`src/core/irc_pkg.sv`:
```
// Operation
// - Four external pins plus timer overflows and time base events are sources.
// - An external request comes only from its own pin's selected edge.
// - Every source has its own software enable bit.
// - A source event sets its request flag in hardware; an external pin flag needs its group enable bit set.
// - Global enable low blocks irq_req to the core from the next cycle on; irq_line is not gated by it.
// - Two-bit edge select per pin; 00 off, 01 rising, 10 falling.
// - Main control flags: counter1 bit 6, counter0 bit 5, group bit 4; bit 7 zero.
// - Main control enables: counter1 bit 3, counter0 bit 2, group bit 1, global bit 0.
// - Edge select 11 triggers on both edges.
// - Fixed priority with vectors 04H, 08H, 0CH, 10H, 14H, 18H.
// - Service clears global enable; later requests stay recorded in flags.
// - Group flag sets whenever hardware sets any external pin flag; a software write to a pin flag leaves it alone.
package irc_pkg;
   localparam logic [11:0] IRC_OFS_EDGE = 12'h000;
   localparam logic [11:0] IRC_OFS_MAIN = 12'h004;
   localparam logic [11:0] IRC_OFS_AUX = 12'h008;
   localparam logic [11:0] IRC_OFS_GROUP = 12'h00C;
   localparam logic [11:0] IRC_OFS_ISTAT = 12'h010;
   localparam logic [11:0] IRC_OFS_IMASK = 12'h014;
   localparam logic [7:0] IRC_RST_EDGE = 8'hAA;
   localparam logic [7:0] IRC_RST_MAIN = 8'h00;
   localparam logic [7:0] IRC_RST_AUX = 8'h00;
   localparam logic [7:0] IRC_RST_GROUP = 8'h00;
   localparam int IRC_B_EMI = 0;
   localparam int IRC_B_GRP_E = 1;
   localparam int IRC_B_C0_E = 2;
   localparam int IRC_B_C1_E = 3;
   localparam int IRC_B_GRP_F = 4;
   localparam int IRC_B_C0_F = 5;
   localparam int IRC_B_C1_F = 6;
   localparam int IRC_B_AD_E = 0;
   localparam int IRC_B_TB0_E = 1;
   localparam int IRC_B_TB1_E = 2;
   localparam int IRC_B_AD_F = 4;
   localparam int IRC_B_TB0_F = 5;
   localparam int IRC_B_TB1_F = 6;
   localparam logic [1:0] IRC_EDGE_OFF = 2'h0;
   localparam logic [1:0] IRC_EDGE_RISE = 2'h1;
   localparam logic [1:0] IRC_EDGE_FALL = 2'h2;
   localparam logic [1:0] IRC_EDGE_BOTH = 2'h3;
   localparam logic [7:0] IRC_VEC_GRP = 8'h04;
   localparam logic [7:0] IRC_VEC_C0 = 8'h08;
   localparam logic [7:0] IRC_VEC_C1 = 8'h0C;
   localparam logic [7:0] IRC_VEC_AD = 8'h10;
   localparam logic [7:0] IRC_VEC_TB0 = 8'h14;
   localparam logic [7:0] IRC_VEC_TB1 = 8'h18;
   localparam int IRC_NSRC = 6;
   typedef struct packed {
      logic [7:0] edge_sel;
      logic [7:0] main_ctl;
      logic [7:0] aux_ctl;
      logic [7:0] grp_ctl;
      logic [3:0] pin_prev;
      logic [1:0] ev_stat;
      logic [1:0] ev_mask;
      logic req;
      logic [7:0] vector;
      logic [31:0] prdata;
   } irc_state_t;
endpackage

```
`src/core/irc_top.sv`:
```
`timescale 1ns/1ps
module irc_top
   import irc_pkg::*;
(
   input wire logic core_clk,
   input wire logic rst,
   input wire logic psel,
   input wire logic penable,
   input wire logic pwrite,
   input wire logic [11:0] paddr,
   input wire logic [31:0] pwdata,
   output logic [31:0] prdata,
   output logic pready,
   output logic pslverr,
   input wire logic [3:0] ext_irq_pin,
   input wire logic counter0_overflow,
   input wire logic counter1_overflow,
   input wire logic adc_done,
   input wire logic time_base0_event,
   input wire logic time_base1_event,
   output logic irq_req,
   output logic [7:0] irq_vector,
   input wire logic irq_ack,
   output logic irq_line
);
   import irc_pkg::*;

   irc_state_t s;
   irc_state_t next_s;
   logic wr;
   logic rd;
   logic map_hit;
   logic [3:0] pin_evt;
   logic [5:0] flags;
   logic [5:0] enables;
   logic [5:0] pending;
   logic [5:0] ack_clr;
   logic [5:0] win;
   logic [7:0] w8;

   function automatic logic edge_hit(input logic [1:0] sel, input logic prev, input logic cur);
      edge_hit = ((sel == IRC_EDGE_RISE || sel == IRC_EDGE_BOTH) && !prev && cur)
         || ((sel == IRC_EDGE_FALL || sel == IRC_EDGE_BOTH) && prev && !cur);
   endfunction

   // Lowest set bit wins, so the group source has top priority
   function automatic logic [5:0] first_one(input logic [5:0] v);
      first_one = v & (~v + 6'h01);
   endfunction

   assign wr = psel && penable && pwrite;
   assign rd = psel && !penable && !pwrite;
   assign w8 = pwdata[7:0];
   assign map_hit = paddr == IRC_OFS_EDGE || paddr == IRC_OFS_MAIN || paddr == IRC_OFS_AUX
      || paddr == IRC_OFS_GROUP || paddr == IRC_OFS_ISTAT || paddr == IRC_OFS_IMASK;

   always_comb begin
      for (int i = 0; i < 4; i++) begin
         pin_evt[i] = edge_hit(s.edge_sel[2*i +: 2], s.pin_prev[i], ext_irq_pin[i]);
      end
   end

   assign flags = {s.aux_ctl[IRC_B_TB1_F], s.aux_ctl[IRC_B_TB0_F], s.aux_ctl[IRC_B_AD_F],
      s.main_ctl[IRC_B_C1_F], s.main_ctl[IRC_B_C0_F], s.main_ctl[IRC_B_GRP_F]};
   assign enables = {s.aux_ctl[IRC_B_TB1_E], s.aux_ctl[IRC_B_TB0_E], s.aux_ctl[IRC_B_AD_E],
      s.main_ctl[IRC_B_C1_E], s.main_ctl[IRC_B_C0_E], s.main_ctl[IRC_B_GRP_E]};
   assign pending = flags & enables & {IRC_NSRC{s.main_ctl[IRC_B_EMI]}};
   assign win = first_one(pending);
   // The acknowledge clears the flag of a re-evaluated winner among flags and enables, not of the vector presented
   assign ack_clr = (irq_ack && s.req) ? first_one(flags & enables) : 6'h00;

   always_comb begin
      next_s = s;
      next_s.pin_prev = ext_irq_pin;
      next_s.prdata = 32'h0000_0000;
      if (rd) begin
         unique case (paddr)
            IRC_OFS_EDGE: next_s.prdata = {24'h000000, s.edge_sel};
            IRC_OFS_MAIN: next_s.prdata = {24'h000000, s.main_ctl};
            IRC_OFS_AUX: next_s.prdata = {24'h000000, s.aux_ctl};
            IRC_OFS_GROUP: next_s.prdata = {24'h000000, s.grp_ctl};
            IRC_OFS_ISTAT: next_s.prdata = {30'h00000000, s.ev_stat};
            IRC_OFS_IMASK: next_s.prdata = {30'h00000000, s.ev_mask};
            default: next_s.prdata = 32'h0000_0000;
         endcase
      end
      // Software writes first, hardware sets after, so a coincident event wins
      if (wr) begin
         unique case (paddr)
            IRC_OFS_EDGE: next_s.edge_sel = w8;
            IRC_OFS_MAIN: next_s.main_ctl = {1'b0, w8[6:0]};
            IRC_OFS_AUX: next_s.aux_ctl = {1'b0, w8[6:4], 1'b0, w8[2:0]};
            IRC_OFS_GROUP: next_s.grp_ctl = w8;
            IRC_OFS_ISTAT: next_s.ev_stat = s.ev_stat & ~w8[1:0];
            IRC_OFS_IMASK: next_s.ev_mask = w8[1:0];
            default: ;
         endcase
      end
      if (irq_ack && s.req) begin
         next_s.main_ctl[IRC_B_EMI] = 1'b0;
         next_s.main_ctl[IRC_B_GRP_F] = next_s.main_ctl[IRC_B_GRP_F] & ~ack_clr[0];
         next_s.main_ctl[IRC_B_C0_F] = next_s.main_ctl[IRC_B_C0_F] & ~ack_clr[1];
         next_s.main_ctl[IRC_B_C1_F] = next_s.main_ctl[IRC_B_C1_F] & ~ack_clr[2];
         next_s.aux_ctl[IRC_B_AD_F] = next_s.aux_ctl[IRC_B_AD_F] & ~ack_clr[3];
         next_s.aux_ctl[IRC_B_TB0_F] = next_s.aux_ctl[IRC_B_TB0_F] & ~ack_clr[4];
         next_s.aux_ctl[IRC_B_TB1_F] = next_s.aux_ctl[IRC_B_TB1_F] & ~ack_clr[5];
      end
      for (int i = 0; i < 4; i++) begin
         // Pin flag latches only with its own enable set, matching the pin-function gate
         if (pin_evt[i] && s.grp_ctl[i]) begin
            next_s.grp_ctl[4 + i] = 1'b1;
            next_s.main_ctl[IRC_B_GRP_F] = 1'b1;
         end
      end
      if (counter0_overflow) next_s.main_ctl[IRC_B_C0_F] = 1'b1;
      if (counter1_overflow) next_s.main_ctl[IRC_B_C1_F] = 1'b1;
      if (adc_done) next_s.aux_ctl[IRC_B_AD_F] = 1'b1;
      if (time_base0_event) next_s.aux_ctl[IRC_B_TB0_F] = 1'b1;
      if (time_base1_event) next_s.aux_ctl[IRC_B_TB1_F] = 1'b1;
      if (irq_ack && s.req) next_s.ev_stat[0] = 1'b1;
      if (|pin_evt) next_s.ev_stat[1] = 1'b1;
      next_s.req = |win && !(irq_ack && s.req);
      unique case (1'b1)
         win[0]: next_s.vector = IRC_VEC_GRP;
         win[1]: next_s.vector = IRC_VEC_C0;
         win[2]: next_s.vector = IRC_VEC_C1;
         win[3]: next_s.vector = IRC_VEC_AD;
         win[4]: next_s.vector = IRC_VEC_TB0;
         win[5]: next_s.vector = IRC_VEC_TB1;
         default: next_s.vector = s.vector;
      endcase
   end

   always_ff @(posedge core_clk) begin
      if (rst) begin
         s <= '0;
         s.edge_sel <= IRC_RST_EDGE;
         s.main_ctl <= IRC_RST_MAIN;
         s.aux_ctl <= IRC_RST_AUX;
         s.grp_ctl <= IRC_RST_GROUP;
         // Pins idle low assumed at reset, first edge seen one cycle after release
      end else begin
         s <= next_s;
      end
   end

   assign pready = psel && penable;
   assign pslverr = psel && penable && !map_hit;
   assign prdata = s.prdata;
   assign irq_req = s.req;
   assign irq_vector = s.vector;
   assign irq_line = |(s.ev_stat & s.ev_mask);

   a_no_req_no_emi: assert property (@(posedge core_clk) disable iff (rst)
      !$past(s.main_ctl[IRC_B_EMI]) && !$past(rst) |-> !irq_req)
      else $error("request raised while global enable was low");
   a_ack_clears_emi: assert property (@(posedge core_clk) disable iff (rst)
      irq_ack && irq_req && !(wr && paddr == IRC_OFS_MAIN) |=> !s.main_ctl[IRC_B_EMI])
      else $error("global enable not cleared by service");
   a_c0_flag_sets: assert property (@(posedge core_clk) disable iff (rst)
      counter0_overflow |=> s.main_ctl[IRC_B_C0_F])
      else $error("counter0 flag not set");
   a_rise_sets_pin: assert property (@(posedge core_clk) disable iff (rst)
      s.edge_sel[1:0] == IRC_EDGE_RISE && s.grp_ctl[0] && !s.pin_prev[0] && ext_irq_pin[0]
      |=> s.grp_ctl[4] && s.main_ctl[IRC_B_GRP_F])
      else $error("rising edge on pin 0 not recorded");
   a_off_no_pin: assert property (@(posedge core_clk) disable iff (rst)
      s.edge_sel[1:0] == IRC_EDGE_OFF |-> !pin_evt[0])
      else $error("disabled pin produced an event");
   a_both_fall: assert property (@(posedge core_clk) disable iff (rst)
      s.edge_sel[3:2] == IRC_EDGE_BOTH && s.pin_prev[1] && !ext_irq_pin[1] |-> pin_evt[1])
      else $error("both-edge mode missed a fall");
   a_group_prio: assert property (@(posedge core_clk) disable iff (rst)
      pending[0] && !(irq_ack && s.req) |=> irq_req && irq_vector == IRC_VEC_GRP)
      else $error("group source not given priority");
   a_need_enable: assert property (@(posedge core_clk) disable iff (rst)
      irq_req && irq_vector == IRC_VEC_C1 |-> $past(s.main_ctl[IRC_B_C1_E]) && $past(s.main_ctl[IRC_B_C1_F]))
      else $error("counter1 request without flag and enable");
   a_flag_holds: assert property (@(posedge core_clk) disable iff (rst)
      s.main_ctl[IRC_B_C0_F] && !irq_ack && !wr |=> s.main_ctl[IRC_B_C0_F])
      else $error("counter0 flag dropped without clear");
   a_bit7_zero: assert property (@(posedge core_clk) disable iff (rst)
      !s.main_ctl[7]) else $error("main control bit 7 not zero");

   a_c1_flag_sets: assert property (@(posedge core_clk) disable iff (rst)
      counter1_overflow |=> s.main_ctl[IRC_B_C1_F])
      else $error("counter1 flag not set");
   a_ad_flag_sets: assert property (@(posedge core_clk) disable iff (rst)
      adc_done |=> s.aux_ctl[IRC_B_AD_F])
      else $error("converter flag not set");
   a_tb0_flag_sets: assert property (@(posedge core_clk) disable iff (rst)
      time_base0_event |=> s.aux_ctl[IRC_B_TB0_F])
      else $error("time base 0 flag not set");
   a_tb1_flag_sets: assert property (@(posedge core_clk) disable iff (rst)
      time_base1_event |=> s.aux_ctl[IRC_B_TB1_F])
      else $error("time base 1 flag not set");
   a_aux_gaps_zero: assert property (@(posedge core_clk) disable iff (rst)
      !s.aux_ctl[7] && !s.aux_ctl[3])
      else $error("aux control unused bit set");
   a_rise_pin1: assert property (@(posedge core_clk) disable iff (rst)
      s.edge_sel[3:2] == IRC_EDGE_RISE && s.grp_ctl[1] && !s.pin_prev[1] && ext_irq_pin[1]
      |=> s.grp_ctl[5] && s.main_ctl[IRC_B_GRP_F])
      else $error("rising edge on pin 1 not recorded");
   a_rise_pin2: assert property (@(posedge core_clk) disable iff (rst)
      s.edge_sel[5:4] == IRC_EDGE_RISE && s.grp_ctl[2] && !s.pin_prev[2] && ext_irq_pin[2]
      |=> s.grp_ctl[6] && s.main_ctl[IRC_B_GRP_F])
      else $error("rising edge on pin 2 not recorded");
   a_rise_pin3: assert property (@(posedge core_clk) disable iff (rst)
      s.edge_sel[7:6] == IRC_EDGE_RISE && s.grp_ctl[3] && !s.pin_prev[3] && ext_irq_pin[3]
      |=> s.grp_ctl[7] && s.main_ctl[IRC_B_GRP_F])
      else $error("rising edge on pin 3 not recorded");
   a_fall_pin0: assert property (@(posedge core_clk) disable iff (rst)
      s.edge_sel[1:0] == IRC_EDGE_FALL && s.grp_ctl[0] && s.pin_prev[0] && !ext_irq_pin[0]
      |=> s.grp_ctl[4] && s.main_ctl[IRC_B_GRP_F])
      else $error("falling edge on pin 0 not recorded");
   a_fall_pin1: assert property (@(posedge core_clk) disable iff (rst)
      s.edge_sel[3:2] == IRC_EDGE_FALL && s.grp_ctl[1] && s.pin_prev[1] && !ext_irq_pin[1]
      |=> s.grp_ctl[5] && s.main_ctl[IRC_B_GRP_F])
      else $error("falling edge on pin 1 not recorded");
   a_fall_pin2: assert property (@(posedge core_clk) disable iff (rst)
      s.edge_sel[5:4] == IRC_EDGE_FALL && s.grp_ctl[2] && s.pin_prev[2] && !ext_irq_pin[2]
      |=> s.grp_ctl[6] && s.main_ctl[IRC_B_GRP_F])
      else $error("falling edge on pin 2 not recorded");
   a_fall_pin3: assert property (@(posedge core_clk) disable iff (rst)
      s.edge_sel[7:6] == IRC_EDGE_FALL && s.grp_ctl[3] && s.pin_prev[3] && !ext_irq_pin[3]
      |=> s.grp_ctl[7] && s.main_ctl[IRC_B_GRP_F])
      else $error("falling edge on pin 3 not recorded");
   a_off_no_pin1: assert property (@(posedge core_clk) disable iff (rst)
      s.edge_sel[3:2] == IRC_EDGE_OFF |-> !pin_evt[1])
      else $error("disabled pin 1 produced an event");
   a_off_no_pin2: assert property (@(posedge core_clk) disable iff (rst)
      s.edge_sel[5:4] == IRC_EDGE_OFF |-> !pin_evt[2])
      else $error("disabled pin 2 produced an event");
   a_off_no_pin3: assert property (@(posedge core_clk) disable iff (rst)
      s.edge_sel[7:6] == IRC_EDGE_OFF |-> !pin_evt[3])
      else $error("disabled pin 3 produced an event");
   a_both_rise: assert property (@(posedge core_clk) disable iff (rst)
      s.edge_sel[3:2] == IRC_EDGE_BOTH && !s.pin_prev[1] && ext_irq_pin[1] |-> pin_evt[1])
      else $error("both-edge mode missed a rise");
   a_c0_prio: assert property (@(posedge core_clk) disable iff (rst)
      pending[1] && !pending[0] && !(irq_ack && s.req) |=> irq_req && irq_vector == IRC_VEC_C0)
      else $error("counter0 vector wrong");
   a_c1_prio: assert property (@(posedge core_clk) disable iff (rst)
      pending[2] && pending[1:0] == 2'h0 && !(irq_ack && s.req) |=> irq_req && irq_vector == IRC_VEC_C1)
      else $error("counter1 vector wrong");
   a_ad_prio: assert property (@(posedge core_clk) disable iff (rst)
      pending[3] && pending[2:0] == 3'h0 && !(irq_ack && s.req) |=> irq_req && irq_vector == IRC_VEC_AD)
      else $error("converter vector wrong");
   a_tb0_prio: assert property (@(posedge core_clk) disable iff (rst)
      pending[4] && pending[3:0] == 4'h0 && !(irq_ack && s.req) |=> irq_req && irq_vector == IRC_VEC_TB0)
      else $error("time base 0 vector wrong");
   a_tb1_prio: assert property (@(posedge core_clk) disable iff (rst)
      pending[5] && pending[4:0] == 5'h00 && !(irq_ack && s.req) |=> irq_req && irq_vector == IRC_VEC_TB1)
      else $error("time base 1 vector wrong");
   a_no_pend_no_req: assert property (@(posedge core_clk) disable iff (rst)
      pending == 6'h00 |=> !irq_req)
      else $error("request without a pending source");
   a_ack_drops_req: assert property (@(posedge core_clk) disable iff (rst)
      irq_ack && irq_req |=> !irq_req)
      else $error("request held after service");
   a_ack_clears_c0: assert property (@(posedge core_clk) disable iff (rst)
      irq_ack && irq_req && irq_vector == IRC_VEC_C0 && !flags[0] && !counter0_overflow
      && !(wr && paddr == IRC_OFS_MAIN) |=> !s.main_ctl[IRC_B_C0_F])
      else $error("served counter0 flag not cleared");
   a_group_follows_pin: assert property (@(posedge core_clk) disable iff (rst)
      $rose(s.grp_ctl[4]) && !$past(wr && paddr == IRC_OFS_GROUP) |-> s.main_ctl[IRC_B_GRP_F])
      else $error("pin 0 flag set without group flag");
   a_ack_sets_stat: assert property (@(posedge core_clk) disable iff (rst)
      irq_ack && irq_req |=> s.ev_stat[0])
      else $error("service status not recorded");
   a_ready_access: assert property (@(posedge core_clk) disable iff (rst)
      psel && penable |-> pready)
      else $error("access phase without ready");
   a_err_unmapped: assert property (@(posedge core_clk) disable iff (rst)
      psel && penable && paddr == 12'hFF0 |-> pslverr)
      else $error("unmapped access without error");

   c_group_served: cover property (@(posedge core_clk) irq_req && irq_vector == IRC_VEC_GRP ##1 irq_ack);
   c_ad_served: cover property (@(posedge core_clk) irq_req && irq_vector == IRC_VEC_AD && irq_ack);
   c_tb1_served: cover property (@(posedge core_clk) irq_req && irq_vector == IRC_VEC_TB1 && irq_ack);
   c_line_up: cover property (@(posedge core_clk) irq_line);
endmodule

```
`config.mk`:
```
export PLATFORM = sky130hd
export DESIGN_NAME = irc_top
export DESIGN_NICKNAME = d
export VERILOG_FILES = /design/src/core/irc_pkg.sv /design/src/core/irc_top.sv
export SDC_FILE = /design/constraint.sdc
export NUM_CORES = 1
export LEC_CHECK = 0
export BUFFER_PORTS_ARGS = -buffer_cell sky130_fd_sc_hd__buf_4
export CAP_MARGIN = 5
export CELL_PAD_IN_SITES_DETAIL_PLACEMENT = 0
export CELL_PAD_IN_SITES_GLOBAL_PLACEMENT = 1
export CORE_MARGIN = 4
export CORE_UTILIZATION = 32
export CTS_CLUSTER_SIZE = 24
export DETAILED_ROUTE_END_ITERATION = 10
export PLACE_DENSITY = 0.85
export RECOVER_POWER = 50
export SKIP_CTS_REPAIR_TIMING = 1
export SYNTH_ARGS = -nofsm -noshare
export SYNTH_HDL_FRONTEND = slang
export SYNTH_SLANG_ARGS = --single-unit
```
`constraint.sdc`:
```
create_clock -name core_clk -period 1.95 [get_ports core_clk]
set_clock_uncertainty 0.05 [all_clocks]
set_input_delay 0.195 -clock core_clk [delete_from_list [all_inputs] [get_ports core_clk]]
set_output_delay 0.195 -clock core_clk [all_outputs]
set_load 0.005 [all_outputs]
```
# Word level (Yosys, flattened, before mapping)
# Index checks and enable logic that the tools add are counted.
[totals] word_cells=172 output_inout_bits=44 register_bits=78
[op_classes] n_reduce_logical=86 n_addsub=2 n_mux=27 eq_ne=17 bitwise_logic=22
[ops] op="$pmux W8 S6" count=2
[ops] op="$logic_and A1 B1 Y1" count=27
[ops] op="$and A6 B6 Y6" count=4
[ops] op="$eq A12 B4 Y1 const B" count=2
[ops] op="$eq A12 B5 Y1 const B" count=2
[ops] op="$reduce_bool A2 Y1" count=12
[ops] op="$mux W23" count=1
[ops] op="$reduce_and A2 Y1" count=11
[ops] op="$logic_or A1 B1 Y1" count=17
[ops] op="$eq A2 B2 Y1 const B" count=8
[ops] op="$mux W1" count=15
[ops] op="$mux W7" count=2
[ops] op="$add A6 B1 Y6 const B" count=2
[ops] op="$eq A12 B3 Y1 const B" count=1
[ops] op="$logic_not A1 Y1" count=12
[ops] op="$logic_not A12 Y1" count=1
[ops] op="$not A6 Y6" count=2
[ops] op="$eq A2 B1 Y1 const B" count=4
[ops] op="$mux W8" count=1
[ops] op="$not A1 Y1" count=7
[ops] op="$and A1 B1 Y1" count=6
[ops] op="$mux W3" count=2
[ops] op="$mux W6" count=1
[ops] op="$reduce_bool A6 Y1" count=1
[ops] op="7 further kinds" count=11

# Depth between registers and ports, before layout
[logic_depth] ltp_word=12 mapped_depth=6 mapped_depth_nobuf=4

# Worst setup path after synthesis
# OpenSTA, ideal clock, no wires.
[synth_timing] path_kind="in2reg" start="in paddr[1]" end="reg s[65] (netlist bit)" arrival_ns=1.710 required_ns=1.770 path_slack_ns=0.060 stages=5 setup_time_ns=0.130 cell_sequence="or4_4 -> buf_6 -> nor4_4 -> mux2i_1 -> nor3_2"
[synth_between] elab_chain_len=2
[synth_lines] item="start: declaration" line="irc_top.sv:10" source="input wire logic [11:0] paddr,"
[synth_lines] item="$eq A12 B3 Y1" line="irc_top.sv:89" source="unique case (paddr)"
[synth_lines] item="$reduce_and A2 Y1 (no source line)"
[synth_lines] item="end signal: assignment" line="irc_top.sv:143" source="s <= next_s;"
[synth_lines] item="end: declaration" line="irc_top.sv:28" source="irc_state_t s;"
# Every way passes these cells.
# A chain may end at the register's enable or synchronous reset.

# Worst setup path after layout
[layout_timing] start="in paddr[1]" end="out pslverr"
[layout_between] elab_chain_len=8
[layout_lines] item="$eq A12 B3 Y1 / $logic_not A12 Y1 (equally long branches)" line="irc_top.sv:54" source="assign map_hit = paddr == IRC_OFS_EDGE || paddr == IRC_OFS_MAIN || paddr == IRC_OFS_AUX"
[layout_lines] item="$logic_or A1 B1 Y1 (2 in a row)" line="irc_top.sv:54"
[layout_lines] item="$logic_or A1 B1 Y1 (2 in a row)" line="irc_top.sv:55" source="|| paddr == IRC_OFS_GROUP || paddr == IRC_OFS_ISTAT || paddr == IRC_OFS_IMASK;"
[layout_lines] item="$logic_or A1 B1 Y1 (*)" line="irc_top.sv:55"
[layout_lines] item="$logic_not A1 Y1 (*)" line="irc_top.sv:148" source="assign pslverr = psel && penable && !map_hit;"
[layout_lines] item="$logic_and A1 B1 Y1 (*)" line="irc_top.sv:148"
[layout_lines] item="end: declaration" line="irc_top.sv:14" source="output logic pslverr,"
# Every way passes the cells marked *; elsewhere a longest branch is shown, timed or not.

==> metrics.md <==
| Metric | Value |
|---|---|
| Status | `completed` |
| Most used flip-flop cell after synthesis | `dfxtp_1` |
| Die boundary width | `101.2 µm` |
| DR vias | `2424` |
| Ratio of cells with drive above 1 in the final layout | `24.80%` |
| Category of the critical setup timing path | `in -> out` |
| Share of the clock period used by the worst path after layout | `93.93%` |
| Clock network fraction of total power | `41.0%` |
| Fraction of power spent switching nets | `22.52%` |
| Launching element type of the critical path | `input pin` |
| Detail Route met2 WL | `3112 µm` |
| Type of destination of the critical path | `output port` |
| Antenna violations before repair | `0` |
| Global placement routability congestion | `0.9108` |
| Number of buffers created by CTS | `5` |
| Arrival time at the worst endpoint | `1.59 ns` |
| Sum of net half-perimeters after detailed placement | `5427 µm` |
| Vias per std cell | `5.136` |
| Row count | `33` |
| CTS tree | `built` |
| Sequential fraction of design power | `49.4%` |
| Count of routing violations after the opening detailed-route iteration | `130` |
| Measured slew at the worst slew-check pin | `1.384 ns` |
| Setup slack of the critical path after layout | `0.1184 ns` |
| Critical-path maximum fanout | `7` |
| Path depth of the worst reg2reg path | `4` |
| Setup repair after global routing missed its margin | `false` |
| Power dissipated by switching net loads | `469.9 µW` |
| Core Region | `8341 µm²` |
| Overflow left after global routing | `0` |
| Most common library cell in the layout ignoring fill and taps | `dfxtp_1` |
| Cell at the slowest stage of the critical path | `or4_4` |
| Area growth, synth to finish | `18.11%` |
| Leading cell types in the layout, fill and taps excluded | `dfxtp_1, buf_4, nand2_1, conb_1, nor2_1` |
| Worst-case vdd ir drop | `0.3274 mV` |
| Number of standard cells in the layout, taps in and fillers out | `472` |
| Crit-path max cell delay | `0.56 ns` |
| CTS clock-pin slew for the worst setup and hold paths | `0.09 ns` |
| I/O pin count | `103` |
| Cell-internal power | `1.617 mW` |
| Count of buffers inserted at the top-level ports | `49` |
| Final hold slack | `0.04861 ns` |
| Cell count after placement | `464` |
| Final core utilization | `39.33%` |
| Mean Syn Cell Area | `8.707 µm²` |
| Total leakage power | `1.288 nW` |
| First-pass GRT wire length | `11210 µm` |
| Count of endpoints failing hold in the final timing report | `0` |
| Portion of total power attributed to combinational logic | `9.6%` |
| Clock Sink Count | `49` |
| Nets | `425` |
| Worst-path cell chain | `clkbuf_4 > or4_4 > buf_4 > nor2_1 > buf_4 > a21oi_1 > buf_4` |
| Detailed-routed wire length on met3 | `505 µm` |
| Cells on Worst Hold Path | `2` |
| Pin count of the biggest net entering global routing | `32` |
| Final Routed Wirelength | `7155 µm` |
| Number of failing setup endpoints in the final timing report | `0` |
| Slew headroom | `7.701%` |
| Min-Delay Path Class | `in -> reg` |
| Post-Synthesis Cell Area | `2778 µm²` |
| Gate Count Post-Synth | `319` |
| Total power divided by cell area | `636.1 nW/µm²` |
| Dominant cell type by count on the critical path | `buf_4` |
| Total of warnings raised by yosys | `0` |
| Clk Latency, worst-skew pair | `0.31 ns` |
| Final routed DRC violation total | `0` |
| Maximum level of the CTS H-tree | `2` |
| Final cell area excluding filler cells | `3281 µm²` |
| Routed len/inst | `15.16 µm` |
| Final worst path period need | `1.832 ns` |
| Number of max-cap violations | `0` |
| Longest Clk Path Bufs | `2` |
| Part of the Yosys area used for sequential elements | `35.32%` |
| CP Data Required Time | `1.70 ns` |
| Uppermost layer routed | `met4` |
| Starting Density | `33.30%` |
| Ys async rst share | `0%` |
| Via count of the first global-routing pass | `2274` |
| Worst slack after detailed placement | `-0.05207 ns` |
| Layout fillers | `865` |
| F_max | `546.0 MHz` |
| Antenna-violating nets left | `0` |
| Number of synthesized flops with an enable pin | `0` |
| Standard cell area after detailed placement | `3173 µm²` |
| Total inserted antenna cells | `0` |
| Total iterations of the first detailed-routing run | `4` |
| Post-synthesis cell type count | `51` |
| Die height | `101.2 µm` |
| Wire length on met1 | `3362 µm` |
| Area of the die | `10230 µm²` |
| Total global-route track usage | `13.82%` |
| Post-synthesis register bit count | `49` |
| Library cell used as clock root buffer | `clkbuf_8` |
| Final Max Tran Viols | `0` |
[cell type report]
type                    count  area [µm²]  area share [%]
multi-input cells         237        1499           45.69
flip-flops and latches     49       980.9           29.90
repair buffers             66       509.2           15.52
well taps                 105       131.4           4.005
clock buffers               5       68.82           2.098
clock inverters             3       65.06           1.983
inverters                   7       26.28          0.8009
[routing by layer]
| layer | vias up | GRT usage, % |
|---|---|---|
| met4 | 0 | 5.215 |
| met3 | 17 | 4.408 |
| met5 | - | 0 |
| li1 | 1173 | - |
| met2 | 90 | 19.57 |
| met1 | 1144 | 19.52 |
[flip-flops by register name, indices dropped and copies added, names as in the netlist]
name / count
enables: 6
flags: 6
irq_req: 1
irq_vector: 3
prdata: 8
s: 25
[synth_stat cells (2+ instances only)]
cell	count	area share [%]
dfxtp_1	49	35
buf_4	40	11
nand2_1	31	4.2
nor2_1	24	3.2
mux2i_1	20	7.2
a21oi_1	15	2.7
nor3_1	14	2.5
clkbuf_1	12	1.6
mux2_2	10	4.1
nand3_1	9	1.6
nand3b_1	8	2.2
inv_1	7	0.95
o21ai_0	7	1.3
nand4_1	6	1.4
a21boi_0	5	1.4
a22oi_1	5	1.4
a31oi_1	5	1.1
nor2b_1	5	1.1
nor4_1	3	0.68
o31ai_1	3	0.81
or4_1	3	0.81
a32oi_1	2	0.63
and2_1	2	0.45
and3_1	2	0.45
mux4_2	2	1.6
nor4_2	2	0.90
nor4_4	2	1.5
o221ai_1	2	0.63
or3_1	2	0.45
[final timing paths]
check / start / endpoint / slack (ns)
setup / recovery: paddr[1] / pslverr / 0.12
hold / removal: rst / s[44] / 0.05
setup reg to reg: enables[4] / irq_vector[2] / 0.39
hold reg to reg: s[56] / prdata[7] / 0.43
[logic make-up after synthesis]
kind of cell    synth area share, %
compound gates                12.48
buf+inv                       13.96
flops                         35.32
mux                           12.88
other cells                  0.1350
simple gates                  25.23
[critical path, delay by kind of cell]
family / cells / cell delay [ns]
AO/OA/AOI/OAI: 1 / 0.06
buffers and inverters: 4 / 0.61
AND/OR/NAND/NOR: 2 / 0.73
[power groups by stage]
stage	clock network (mW)	logic, mW	registers [mW]
2_1_floorplan	0	0.145	1.05
3_3_place_gp	0	0.198	1.05
3_5_place_dp	0	0.201	1.05
4_1_cts	0.869	0.202	1.03
5_1_grt	0.904	0.221	1.03
6_report	0.856	0.200	1.03
[through the flow]
| step | setup TNS, ns | power, mW |
|---|---|---|
| final | 0 | 2.087 |
| after global routing | 0 | 2.158 |
| after floorplan | 0 | 1.192 |
| after CTS | 0 | 2.101 |
| after detailed placement | -0.2141 | 1.254 |
| after global placement | -0.08911 | 1.251 |
Note: power is estimated with default switching activity, not from simulation.
